$ cat src/include/tmw_pkg.sv
// Package for the 8-bit timer/waveform unit: register map, fields, modes.
// Assumes an APB slave with 32-bit data; registers sit in the low byte.
package tmw_pkg;
  localparam logic [7:0] TMW_OFS_CTRLA  = 8'h00;
  localparam logic [7:0] TMW_OFS_CTRLB  = 8'h04;
  localparam logic [7:0] TMW_OFS_COUNT  = 8'h08;
  localparam logic [7:0] TMW_OFS_CMPA   = 8'h0c;
  localparam logic [7:0] TMW_OFS_CMPB   = 8'h10;
  localparam logic [7:0] TMW_OFS_FLAGS  = 8'h14;
  localparam logic [7:0] TMW_OFS_ACK    = 8'h18;
  localparam logic [7:0] TMW_BOTTOM     = 8'h00;
  localparam logic [7:0] TMW_MAX        = 8'hff;
  localparam logic [7:0] TMW_CTRL_RESET = 8'h00;
  // Control A fields
  localparam int TMW_A_COMA_HI = 7;
  localparam int TMW_A_COMA_LO = 6;
  localparam int TMW_A_COMB_HI = 5;
  localparam int TMW_A_COMB_LO = 4;
  // Control B fields
  localparam int TMW_B_FORCE_A = 7;
  localparam int TMW_B_FORCE_B = 6;
  localparam int TMW_B_WGM_MSB = 3;
  // Flag bits
  localparam int TMW_F_OVF  = 0;
  localparam int TMW_F_CMPA = 1;
  localparam int TMW_F_CMPB = 2;
  // Clock select codes
  localparam logic [2:0] TMW_CS_NONE   = 3'h0;
  localparam logic [2:0] TMW_CS_DIV1   = 3'h1;
  localparam logic [2:0] TMW_CS_DIV8   = 3'h2;
  localparam logic [2:0] TMW_CS_DIV64  = 3'h3;
  localparam logic [2:0] TMW_CS_DIV256 = 3'h4;
  localparam logic [2:0] TMW_CS_DIV1K  = 3'h5;
  localparam logic [2:0] TMW_CS_EXTF   = 3'h6;
  localparam logic [2:0] TMW_CS_EXTR   = 3'h7;
  localparam logic [9:0] TMW_PS_RESET  = 10'h000;

  typedef enum logic [2:0] {
    TMW_NORMAL = 3'h0, TMW_PC_FF = 3'h1, TMW_CTC = 3'h2, TMW_FAST_FF = 3'h3,
    TMW_RSV4 = 3'h4, TMW_PC_A = 3'h5, TMW_RSV6 = 3'h6, TMW_FAST_A = 3'h7
  } tmw_mode_type;

  typedef struct packed {
    logic [1:0] comA;
    logic [1:0] comB;
  } tmw_com_type;
endpackage : tmw_pkg

$ cat src/design/tmw_timer8.sv
// 8-bit timer/counter with two compare channels and waveform outputs.
// Assumes an APB master on mclk and external tick pin synchronous to mclk.
`timescale 1ns/100ps
module tmw_timer8
  import tmw_pkg::*;
(
  input  wire logic        mclk,         // System clock, 10 MHz
  input  wire logic        rst,          // Synchronous reset, active high
  input  wire logic        psel,         // APB select
  input  wire logic        penable,      // APB enable
  input  wire logic        pwrite,       // APB write
  input  wire logic [7:0]  paddr,        // APB byte address
  input  wire logic [31:0] pwdata,       // APB write data
  output logic      [31:0] prdata,       // APB read data
  output logic             pready,       // APB ready
  output logic             pslverr,      // APB error, unmapped address
  input  wire logic        extTick,      // External count input
  input  wire logic        ovfIntAck,    // Overflow interrupt executed
  input  wire logic        cmpAIntAck,   // Compare A interrupt executed
  input  wire logic        cmpBIntAck,   // Compare B interrupt executed
  output logic             overflowReq,  // Overflow flag level
  output logic             compareAReq,  // Compare A flag level
  output logic             compareBReq,  // Compare B flag level
  output logic             waveOutA,     // Compare output A
  output logic             waveOutB,     // Compare output B
  output logic             waveOeA,      // Pin A driven
  output logic             waveOeB       // Pin B driven
);

  ////////////////////////////////////////////////////////////////////////////
  logic [7:0]  ctrlA_r;
  logic [7:0]  ctrlB_r;
  logic [7:0]  counterValue_r;
  logic [7:0]  compareRegA_r, compareRegB_r;   // Active copies
  logic [7:0]  bufA_r, bufB_r;                 // Software-written copies
  logic        ovfFlag_r, cmpFlagA_r, cmpFlagB_r;
  logic        countDown_r;
  logic        outA_r, outB_r;
  tmw_com_type com_r;                          // Mode latched at last match, or at last force outside PWM modes
  logic [9:0]  prescale_r;
  logic        extPrev_r;

  logic        wrEn, rdEn, addrOk;
  logic        tick;
  logic [2:0]  clockSelectField;
  tmw_mode_type mode;
  logic [7:0]  topVal;
  logic        isPwm, isPc, isFast;
  logic        atBottom, atMax, atTop;
  logic        matchA, matchB;
  logic        forceA, forceB;
  logic        cntWr;

  assign clockSelectField = ctrlB_r[2:0];
  assign mode = tmw_mode_type'({ctrlB_r[TMW_B_WGM_MSB], ctrlA_r[1:0]});
  assign isPc   = (mode == TMW_PC_FF) || (mode == TMW_PC_A);
  assign isFast = (mode == TMW_FAST_FF) || (mode == TMW_FAST_A);
  assign isPwm  = isPc || isFast;
  assign topVal = (mode == TMW_CTC || mode == TMW_PC_A ||
                   mode == TMW_FAST_A) ? compareRegA_r : TMW_MAX;
  assign atBottom = (counterValue_r == TMW_BOTTOM);
  assign atMax    = (counterValue_r == TMW_MAX);
  assign atTop    = (counterValue_r == topVal);
  assign matchA   = (counterValue_r == compareRegA_r);
  assign matchB   = (counterValue_r == compareRegB_r);

  ////////////////////////////////////////////////////////////////////////////
  // APB slave: zero wait states
  assign pready = 1'b1;
  always_comb
  begin
    addrOk = 1'b1;
    case (paddr)
      TMW_OFS_CTRLA, TMW_OFS_CTRLB, TMW_OFS_COUNT, TMW_OFS_CMPA,
      TMW_OFS_CMPB, TMW_OFS_FLAGS, TMW_OFS_ACK: addrOk = 1'b1;
      default: addrOk = 1'b0;
    endcase
  end
  assign pslverr = psel && penable && !addrOk;
  assign wrEn = psel && penable && pwrite && addrOk;
  assign rdEn = psel && !penable && !pwrite;
  assign cntWr = wrEn && (paddr == TMW_OFS_COUNT);
  assign forceA = wrEn && (paddr == TMW_OFS_CTRLB) && pwdata[TMW_B_FORCE_A];
  assign forceB = wrEn && (paddr == TMW_OFS_CTRLB) && pwdata[TMW_B_FORCE_B];

  always_ff @(posedge mclk)
  begin
    if (rst)
      prdata <= 32'h0000_0000;
    else if (rdEn)
    begin
      case (paddr)
        TMW_OFS_CTRLA: prdata <= {24'h00_0000, ctrlA_r[7:4], 2'h0,
                                  ctrlA_r[1:0]};
        TMW_OFS_CTRLB: prdata <= {24'h00_0000, 2'h0, ctrlB_r[5:0]};
        TMW_OFS_COUNT: prdata <= {24'h00_0000, counterValue_r};
        TMW_OFS_CMPA:  prdata <= {24'h00_0000, bufA_r};
        TMW_OFS_CMPB:  prdata <= {24'h00_0000, bufB_r};
        TMW_OFS_FLAGS: prdata <= {29'h0000_0000, cmpFlagB_r, cmpFlagA_r,
                                  ovfFlag_r};
        default:       prdata <= 32'h0000_0000;
      endcase
    end
  end

  always_ff @(posedge mclk)
  begin
    if (rst)
    begin
      ctrlA_r <= TMW_CTRL_RESET;
      ctrlB_r <= TMW_CTRL_RESET;
      bufA_r  <= TMW_BOTTOM;
      bufB_r  <= TMW_BOTTOM;
    end
    else if (wrEn)
    begin
      case (paddr)
        TMW_OFS_CTRLA: ctrlA_r <= {pwdata[7:4], 2'h0, pwdata[1:0]};
        // Force bits are strobes, never stored
        TMW_OFS_CTRLB: ctrlB_r <= {2'h0, pwdata[5:0]};
        TMW_OFS_CMPA:  bufA_r  <= pwdata[7:0];
        TMW_OFS_CMPB:  bufB_r  <= pwdata[7:0];
        default: ;
      endcase
    end
  end

  ////////////////////////////////////////////////////////////////////////////
  // Tick select: prescaler runs free; edge modes watch the pin
  always_ff @(posedge mclk)
  begin
    if (rst)
    begin
      prescale_r <= TMW_PS_RESET;
      extPrev_r  <= 1'b0;
    end
    else
    begin
      prescale_r <= prescale_r + 10'h001;
      extPrev_r  <= extTick;
    end
  end

  always_comb
  begin
    case (clockSelectField)
      TMW_CS_NONE:   tick = 1'b0;
      TMW_CS_DIV1:   tick = 1'b1;
      TMW_CS_DIV8:   tick = (prescale_r[2:0] == 3'h7);
      TMW_CS_DIV64:  tick = (prescale_r[5:0] == 6'h3f);
      TMW_CS_DIV256: tick = (prescale_r[7:0] == 8'hff);
      TMW_CS_DIV1K:  tick = (prescale_r == 10'h3ff);
      TMW_CS_EXTF:   tick = extPrev_r && !extTick;
      TMW_CS_EXTR:   tick = !extPrev_r && extTick;
      default:       tick = 1'b0;
    endcase
  end

  ////////////////////////////////////////////////////////////////////////////
  // Counter; sequence depends on waveform mode and on compare A in modes where it is TOP
  always_ff @(posedge mclk)
  begin
    if (rst)
    begin
      counterValue_r <= TMW_BOTTOM;
      countDown_r    <= 1'b0;
    end
    else if (cntWr)
      counterValue_r <= pwdata[7:0];
    else if (tick)
    begin
      case (mode)
        TMW_PC_FF, TMW_PC_A:
        begin
          if (!countDown_r && atTop)
          begin
            countDown_r    <= 1'b1;
            counterValue_r <= counterValue_r - 8'h01;
          end
          else if (countDown_r && atBottom)
          begin
            countDown_r    <= 1'b0;
            counterValue_r <= counterValue_r + 8'h01;
          end
          else if (countDown_r)
            counterValue_r <= counterValue_r - 8'h01;
          else
            counterValue_r <= counterValue_r + 8'h01;
        end
        TMW_CTC, TMW_FAST_FF, TMW_FAST_A:
        begin
          countDown_r    <= 1'b0;
          counterValue_r <= atTop ? TMW_BOTTOM
                                  : counterValue_r + 8'h01;
        end
        default:
        begin
          countDown_r    <= 1'b0;
          counterValue_r <= counterValue_r + 8'h01;
        end
      endcase
    end
  end

  // Double buffering of compare registers
  always_ff @(posedge mclk)
  begin
    if (rst)
    begin
      compareRegA_r <= TMW_BOTTOM;
      compareRegB_r <= TMW_BOTTOM;
    end
    else if (!isPwm || (tick && atTop))
    begin
      compareRegA_r <= bufA_r;
      compareRegB_r <= bufB_r;
    end
  end

  ////////////////////////////////////////////////////////////////////////////
  // Flags: hardware set wins over acknowledge
  logic ovfEvent;
  always_comb
  begin
    case (mode)
      TMW_PC_FF, TMW_PC_A: ovfEvent = atBottom && countDown_r;
      TMW_FAST_A:          ovfEvent = atTop;
      TMW_FAST_FF:         ovfEvent = atMax;
      default:             ovfEvent = atMax;
    endcase
  end

  always_ff @(posedge mclk)
  begin
    if (rst)
    begin
      ovfFlag_r  <= 1'b0;
      cmpFlagA_r <= 1'b0;
      cmpFlagB_r <= 1'b0;
    end
    else
    begin
      // Set with the tick that brings the counter to zero in normal mode
      if (tick && ovfEvent)
        ovfFlag_r <= 1'b1;
      else if (ovfIntAck)
        ovfFlag_r <= 1'b0;
      if (tick && matchA)
        cmpFlagA_r <= 1'b1;
      else if (cmpAIntAck ||
               (wrEn && paddr == TMW_OFS_ACK && pwdata[TMW_F_CMPA]))
        cmpFlagA_r <= 1'b0;
      if (tick && matchB)
        cmpFlagB_r <= 1'b1;
      else if (cmpBIntAck ||
               (wrEn && paddr == TMW_OFS_ACK && pwdata[TMW_F_CMPB]))
        cmpFlagB_r <= 1'b0;
    end
  end
  assign overflowReq = ovfFlag_r;
  assign compareAReq = cmpFlagA_r;
  assign compareBReq = cmpFlagB_r;

  ////////////////////////////////////////////////////////////////////////////
  // Output action: new mode latched at a match, or at a force outside PWM modes
  function automatic logic waveNext(input logic cur, input logic [1:0] cm,
                                    input logic pwm, input logic pc,
                                    input logic down, input logic bot);
    logic v;
    v = cur;
    if (cm == 2'h0 || cm == 2'h1 && pwm)
      v = cur;
    else if (pc)
      v = (cm == 2'h3) ^ down;
    else if (pwm)
      v = (cm == 2'h2) ? bot : !bot;
    else
      case (cm)
        2'h1:    v = !cur;
        2'h2:    v = 1'b0;
        default: v = 1'b1;
      endcase
    return v;
  endfunction : waveNext

  logic [1:0] comANew, comBNew;
  logic       hitA, hitB, bTop;
  assign comANew = ctrlA_r[TMW_A_COMA_HI:TMW_A_COMA_LO];
  assign comBNew = ctrlA_r[TMW_A_COMB_HI:TMW_A_COMB_LO];
  // Phase-correct with comBNew[1] set and B equal to TOP: match ignored, action taken at TOP instead
  assign bTop = isPc && comBNew[1] && (compareRegB_r == topVal);
  assign hitA = tick && matchA;
  assign hitB = tick && (bTop ? atTop && !countDown_r : matchB);

  always_ff @(posedge mclk)
  begin
    if (rst)
    begin
      com_r  <= '0;
      outA_r <= 1'b0;
      outB_r <= 1'b0;
    end
    else
    begin
      if (hitA || (forceA && !isPwm))
      begin
        com_r.comA <= comANew;
        outA_r <= waveNext(outA_r, comANew, isPwm, isPc, countDown_r,
                           1'b0);
      end
      else if (isFast && tick && atTop && com_r.comA[1])
        outA_r <= waveNext(outA_r, com_r.comA, 1'b1, 1'b0, 1'b0, 1'b1);
      if (hitB || (forceB && !isPwm))
      begin
        com_r.comB <= comBNew;
        outB_r <= waveNext(outB_r, comBNew, isPwm, isPc,
                           bTop ? 1'b0 : countDown_r, 1'b0);
      end
      else if (isFast && tick && atTop && com_r.comB[1])
        outB_r <= waveNext(outB_r, com_r.comB, 1'b1, 1'b0, 1'b0, 1'b1);
    end
  end

  assign waveOutA = outA_r;
  assign waveOutB = outB_r;
  assign waveOeA  = (com_r.comA != 2'h0);
  assign waveOeB  = (com_r.comB != 2'h0);

endmodule : tmw_timer8

$ cat config.mk
export PLATFORM = sky130hd
export DESIGN_NAME = tmw_timer8
export DESIGN_NICKNAME = d
export VERILOG_FILES = /design/src/include/tmw_pkg.sv /design/src/design/tmw_timer8.sv
export SDC_FILE = /design/constraint.sdc
export NUM_CORES = 1
export LEC_CHECK = 0
export BUFFER_PORTS_ARGS = -buffer_cell sky130_fd_sc_hd__clkbuf_2
export CORE_ASPECT_RATIO = 1.4
export CORE_MARGIN = 2
export CORE_UTILIZATION = 40
export CTS_CLUSTER_SIZE = 24
export DETAILED_ROUTE_END_ITERATION = 8
export GPL_ROUTABILITY_DRIVEN = 0
export GPL_TIMING_DRIVEN = 0
export PLACE_DENSITY = 0.59
export SYNTH_ARGS = -nofsm -noshare
export SYNTH_HDL_FRONTEND = slang
export SYNTH_SLANG_ARGS = --single-unit
$ cat constraint.sdc
create_clock -name mclk -period 2.59 [get_ports mclk]
set_input_delay 0 -clock mclk [delete_from_list [all_inputs] [get_ports mclk]]
set_output_delay 0 -clock mclk [all_outputs]
set_load 0.01 [all_outputs]
# ---- Word level (Yosys, flattened, before mapping)
# Cells that the tools add are included.
dict set report classes {
  addsub 3
  n_eq_ne 42
  mux 41
  bitwise 3
  n_reduce_logical 80
}
# cell count
set ops {}
lappend ops {{$mux 8} 7}
lappend ops {{$pmux 8 s6} 1}
lappend ops {{$eq 8x8->1} 4}
lappend ops {{$logic_and 1x1->1} 32}
lappend ops {{$mux 1} 28}
lappend ops {{$eq 8x5->1 const B} 3}
lappend ops {{$eq 3x3->1 const B} 7}
lappend ops {{$eq 8x4->1 const B} 2}
lappend ops {{$eq 8x8->1 const B} 2}
lappend ops {{$logic_not 8->1} 2}
lappend ops {{$pmux 8 s2} 1}
lappend ops {{$reduce_bool 2->1} 8}
lappend ops {{$logic_or 1x1->1} 14}
lappend ops {{$eq 2x2->1 const B} 6}
lappend ops {{$eq 3x2->1 const B} 4}
lappend ops {{$add 10x1->10 const B} 1}
lappend ops {{$eq 10x10->1 const B} 1}
lappend ops {{$logic_not 1->1} 9}
lappend ops {{$reduce_and 3->1} 3}
lappend ops {{$add 8x1->8 const B} 1}
lappend ops {{$eq 2x1->1 const B} 4}
lappend ops {{$eq 8x3->1 const B} 1}
lappend ops {{$logic_not 2->1} 4}
lappend ops {{$ne 2x2->1 const B} 4}
lappend ops {{other kinds (13)} 20}
dict set report word_totals {
  reg_bits 105
  inputBits 49
  output_inout_bits 41
  elab_cells 187
}

# ---- Depth between registers and ports, before layout
dict set report depth {
  ltp_word 11
  mapped_depth 11
  depth_no_buf 10
}

# ---- Worst setup path before layout
# No wires, ideal clock.
dict set report synth_path {
  path_kind {reg2reg}
  start {register counterValue_r[6]}
  end {register outA_r (netlist: waveOutA)}
  arrival_time_ps 2245
  t_required_ps 2447
  setup_slack_ps 203
  stages_incl_launch_ff 10
  path_buffers 1
  cell_sequence {dfxtp_1 > buf_6 > inv_6 > a2111o_1 > or4_1 > nor3_2 > a31oi_2 > or3_1 > a21oi_1 > a2111oi_1}
}
dict set report synth_between {
  elab_chain_len 5
  elab_cells_between_ends 11
  cone_classes {eq/ne (4); mux (1); reduce/logical (6)}
}
# element line
set synth_lines {}
lappend synth_lines {{start, declared} tmw_timer8.sv:33} ;# logic [7:0] counterValue_r;
lappend synth_lines {{start signal, assigned} tmw_timer8.sv:169} ;# counterValue_r <= pwdata[7:0];
lappend synth_lines {{start signal, assigned} tmw_timer8.sv:178} ;# counterValue_r <= counterValue_r - 8'h01;
lappend synth_lines {{start signal, assigned} tmw_timer8.sv:183} ;# counterValue_r <= counterValue_r + 8'h01;
lappend synth_lines {{$eq 8x8->1 (on tied branches)} {tmw_timer8.sv:64, tmw_timer8.sv:63}}
lappend synth_lines {{$logic_and 1x1->1 (on tied branches)} {tmw_timer8.sv:292, tmw_timer8.sv:311}}
lappend synth_lines {{$logic_or 1x1->1 or $logic_and 1x1->1 (tied branches)} {tmw_timer8.sv:305, tmw_timer8.sv:311}}
lappend synth_lines {{$ne 2x2->1 (no line) or $reduce_bool 2->1 (tied branches)} --}
lappend synth_lines {{$reduce_and 3->1 (no line)} --}
lappend synth_lines {{end signal, assigned} tmw_timer8.sv:308} ;# outA_r <= waveNext(outA_r, comANew, isPwm, isPc, countDown_r,
lappend synth_lines {{end signal, assigned} tmw_timer8.sv:312} ;# outA_r <= waveNext(outA_r, com_r.comA, 1'b1, 1'b0, 1'b0, 1'b1);
lappend synth_lines {{end, declared} tmw_timer8.sv:38} ;# logic outA_r, outB_r;
# Parallel ways exist; a longest one is shown, timed or not.
# A chain may end at the register's enable or synchronous reset.

# ---- Final worst setup path
dict set report layout_path {
  start {register counterValue_r[3]}
  end {register outA_r (netlist: waveOutA)}
}
# The elaborated chain is that of the path after synthesis.

==> reports/metrics.yaml <==
outcome:
  status: "complete, no violations"
power:
  p_sw_frac: 0.236
  switchingPower_mw: 0.676
  seq_power_share: 0.439
  power_density_nw_per_um2: 470
  pwr-share-clk: 0.487
  pwr-share-comb: 0.074
  p_leak_nw: 2.34
  ir_drop_mv: 0.374
  internal-power_mw: 2.19
flow_run:
  cap_violations: 0
timing:
  finClkSkew_ns: 0.00717
  tightest_slew_ns: 1.23
  max_freq_mhz: 392
  relSlewSlack: 0.175
  finalSetupViolations: 0
  hold_viol: 0
  finalCriticalPeriod_ns: 2.55
  slew_viol_final: 0
  finalCritPeriodShare: 0.986
synth:
  ys_seq_elements: 81
  async_flop_share: 0
  synth_cell_types: 76
  synth_ff_type: "dfxtp_1"
  yosysSeqAreaShare: 0.327
  syn_area_per_cell_um2: 7.81
  synth_edf_count: 0
  syn_inst: 634
  yosysWarnings: 0
  syn_area_um2: 4950
  synth_top_area_share: 0.327
  ys_top_cells_by_area: "dfxtp_1 (33%), nand2_1 (6.8%), a21oi_1 (5.0%), nor2_1 (4.9%), mux2i_1 (4.6%)"
  synth_top_area_cell: "dfxtp_1"
cells_and_area:
  nets: 780
  drive_gt1_frac: 0.218
  antenna_cells_inserted: 0
  area_growth_pct: 23.0
  utilization: 0.500
  layout.cells.non_filler: 881
cts:
  worstSkewPairLatency_ns: 0.34
  clockRootBuffer: "clkbuf_16"
  cts_htree_levels: 3
  cts.sinks: 81
  cts_buffer_depth: 2
  tritoncts: "yes"
  clkTransAtPathRegs_ns: 0.06
  cts_inserted_buffers: 9
hold_path:
  min_path_type: "primary input to flop"
worst_setup_path:
  start_kind: "flop"
  path_class: "flop to flop"
  endpoint_kind: "flop"
  worst-path-max-fanout: 4
  crit_required_ns: 2.81
  critical_path_arrival_ns: 2.78
die:
  dieArea_um2: 13300
  io_pins: 90
  rows: 48
  initial_core_util: 0.406
  die_w_um: 98.0
  fp.dieH_um: 136
  core_um2: 12200
detailed_routing:
  drt_iter0_markers: 378
  met2WireLength_um: 7980
  num_vias: 5038
  viasPerCell: 5.72
  dr_wl_met3_um: 1090
  drc: 0
  wl_um: 16400
  wl_met1_um: 6420
  drtPass1Iterations: 6
  wire_per_inst_um: 18.6
  ant_nets: 0
  top_layer: "met4"
global_route:
  grt_start_max_net_pins: 15
  grt_pass1_wl_um: 25000
  antenna_found_initial: 0
  gr-total-overflow: 0
  track_usage: 0.241
  grt_pass1_vias: 4734
place:
  io_buffers: 38
  detailed_place_hpwl_um: 12100
  dp.cells: 845
-- cell usage after synthesis, drive strengths merged, types with 3 or more instances --
cell,instances
a2111oi,5
nand2b,3
nor2b,11
a21oi,49
xnor2,16
nor4,7
ha,5
and2,5
o31ai,6
nor3,16
a31oi,6
nand3,30
or2b,3
a32oi,4
or3,6
buf,47
nor3b,3
inv,12
a211o,3
a21o,3
o21ai,19
nand2,91
mux2i,23
o211ai,5
nor4b,4
or3b,3
xor2,7
mux2,3
a22o,4
nor2,66
a211oi,9
nand4,6
a22oi,12
o2111ai,4
or4,3
dfxtp,81
clkbuf,21
and3,6
-- worst max-delay path, stage by stage, from the launching register on --
cell	delay [ns]
dfxtp_1	0.37
and2b_2	0.23
a2111o_1	0.31
or4_4	0.52
nor3_4	0.30
a31oi_4	0.09
or3_4	0.39
a21oi_2	0.15
a2111oi_2	0.06
-- per-layer routing --
metal	track usage	vias up
met5	0	-
met4	0.156	0
met3	0.0268	57
met2	0.412	256
met1	0.283	2339
li1	-	2386
-- power by group through the flow --
stage / clock, mW / sequential, mW / combinational [mW]
after floorplan: 0 / 1.29 / 0.120
after global placement: 0 / 1.29 / 0.186
after detailed placement: 0 / 1.29 / 0.188
after CTS: 1.41 / 1.26 / 0.199
after global routing: 1.44 / 1.26 / 0.229
final: 1.40 / 1.26 / 0.213
-- through the flow --
| stage | area (um2) | setup TNS, ns | power [mW] | setup slack (ns) | hold WS [ns] |
|---|---|---|---|---|---|
| 6_report | 6090 | 0 | 2.87 | 0.0364 | 0.0161 |
| 5_1_grt | 6090 | -0.0176 | 2.93 | -0.0176 | 0.0313 |
| 4_1_cts | 5870 | -0.00367 | 2.86 | -0.00367 | 0.0162 |
| 3_5_place_dp | 5420 | -7.91 | 1.47 | -0.597 | 0.254 |
| 3_3_place_gp | 5420 | -7.73 | 1.47 | -0.598 | 0.246 |
| 2_1_floorplan | 5040 | 0 | 1.41 | 0.203 | 0.0909 |
-- cells by family (layout without fill, tap and decap cells) --
family | count (synthesis) | count (layout) | share of synthesized area
DFF | 81 | 81 | 0.327
other | 2 | 25 | 0.00152
buffers and inverters | 80 | 154 | 0.0953
AOI/OAI and AO/OA | 143 | 143 | 0.195
adders and majority gates | 5 | 5 | 0.0126
and+or+nand+nor | 274 | 274 | 0.274
muxes | 26 | 26 | 0.0533
xor gates and xnor gates | 23 | 23 | 0.0407
-- what timing repair did --
action / CTS / global route
gates resized for setup: 13 / 35
setup buffers: 1 / 11
endpoints found under the setup margin: 28 / 21
hold endpoints to repair: 9 / 0
pin swaps: 1 / 10
gates cloned: 0 / 1
hold buffers: 7 / 0
-- path summary, 6_finish.rpt --
path	slack (ns)	depth (start not counted)	endpoint	startpoint
setup / recovery	0.04	8	waveOutA$_SDFFE_PP0P_	counterValue_r[3]$_SDFFE_PP0P_
hold / removal	0.02	3	bufB_r[3]$_SDFFE_PP0P_	pwdata[3]
setup reg to reg	0.04	8	waveOutA$_SDFFE_PP0P_	counterValue_r[3]$_SDFFE_PP0P_
hold reg to reg	0.46	1	prescale_r[0]$_SDFF_PP0_	prescale_r[0]$_SDFF_PP0_
-- cell usage in the layout, fill, tap and decap left out, types with 18 or more instances in the layout --
master	synthesis	routed
conb_1	2	25
nor2_1	65	65
buf_4	29	41
nand2_1	90	89
clkbuf_1	21	18
a21oi_1	49	48
dfxtp_1	81	78
mux2i_1	23	22
clkbuf_2	0	41
nand3_1	30	29
-- area by class of cell --
class,instances,area (um2)
multi-input combinational,496,3110
clock buffer,10,229
fill,1221,6100
tap,150,188
clock inverter,6,91.3
buffer,68,438
sequential,81,1630
timing repair buffer,58,355
inverter,12,50.0
-- flip-flops by register name (all words and copies together), names as in the netlist --
signal / count
prescale_r: 10
bufA_r: 8
bufB_r: 8
compareRegA_r: 8
compareRegB_r: 8
counterValue_r: 8
prdata: 8
ctrlA_r: 6
ctrlB_r: 6
com_r: 4
compareAReq: 1
compareBReq: 1
countDown_r: 1
extPrev_r: 1
overflowReq: 1
waveOutA: 1
waveOutB: 1
No activity file was read; power rests on OpenSTA's default activity.
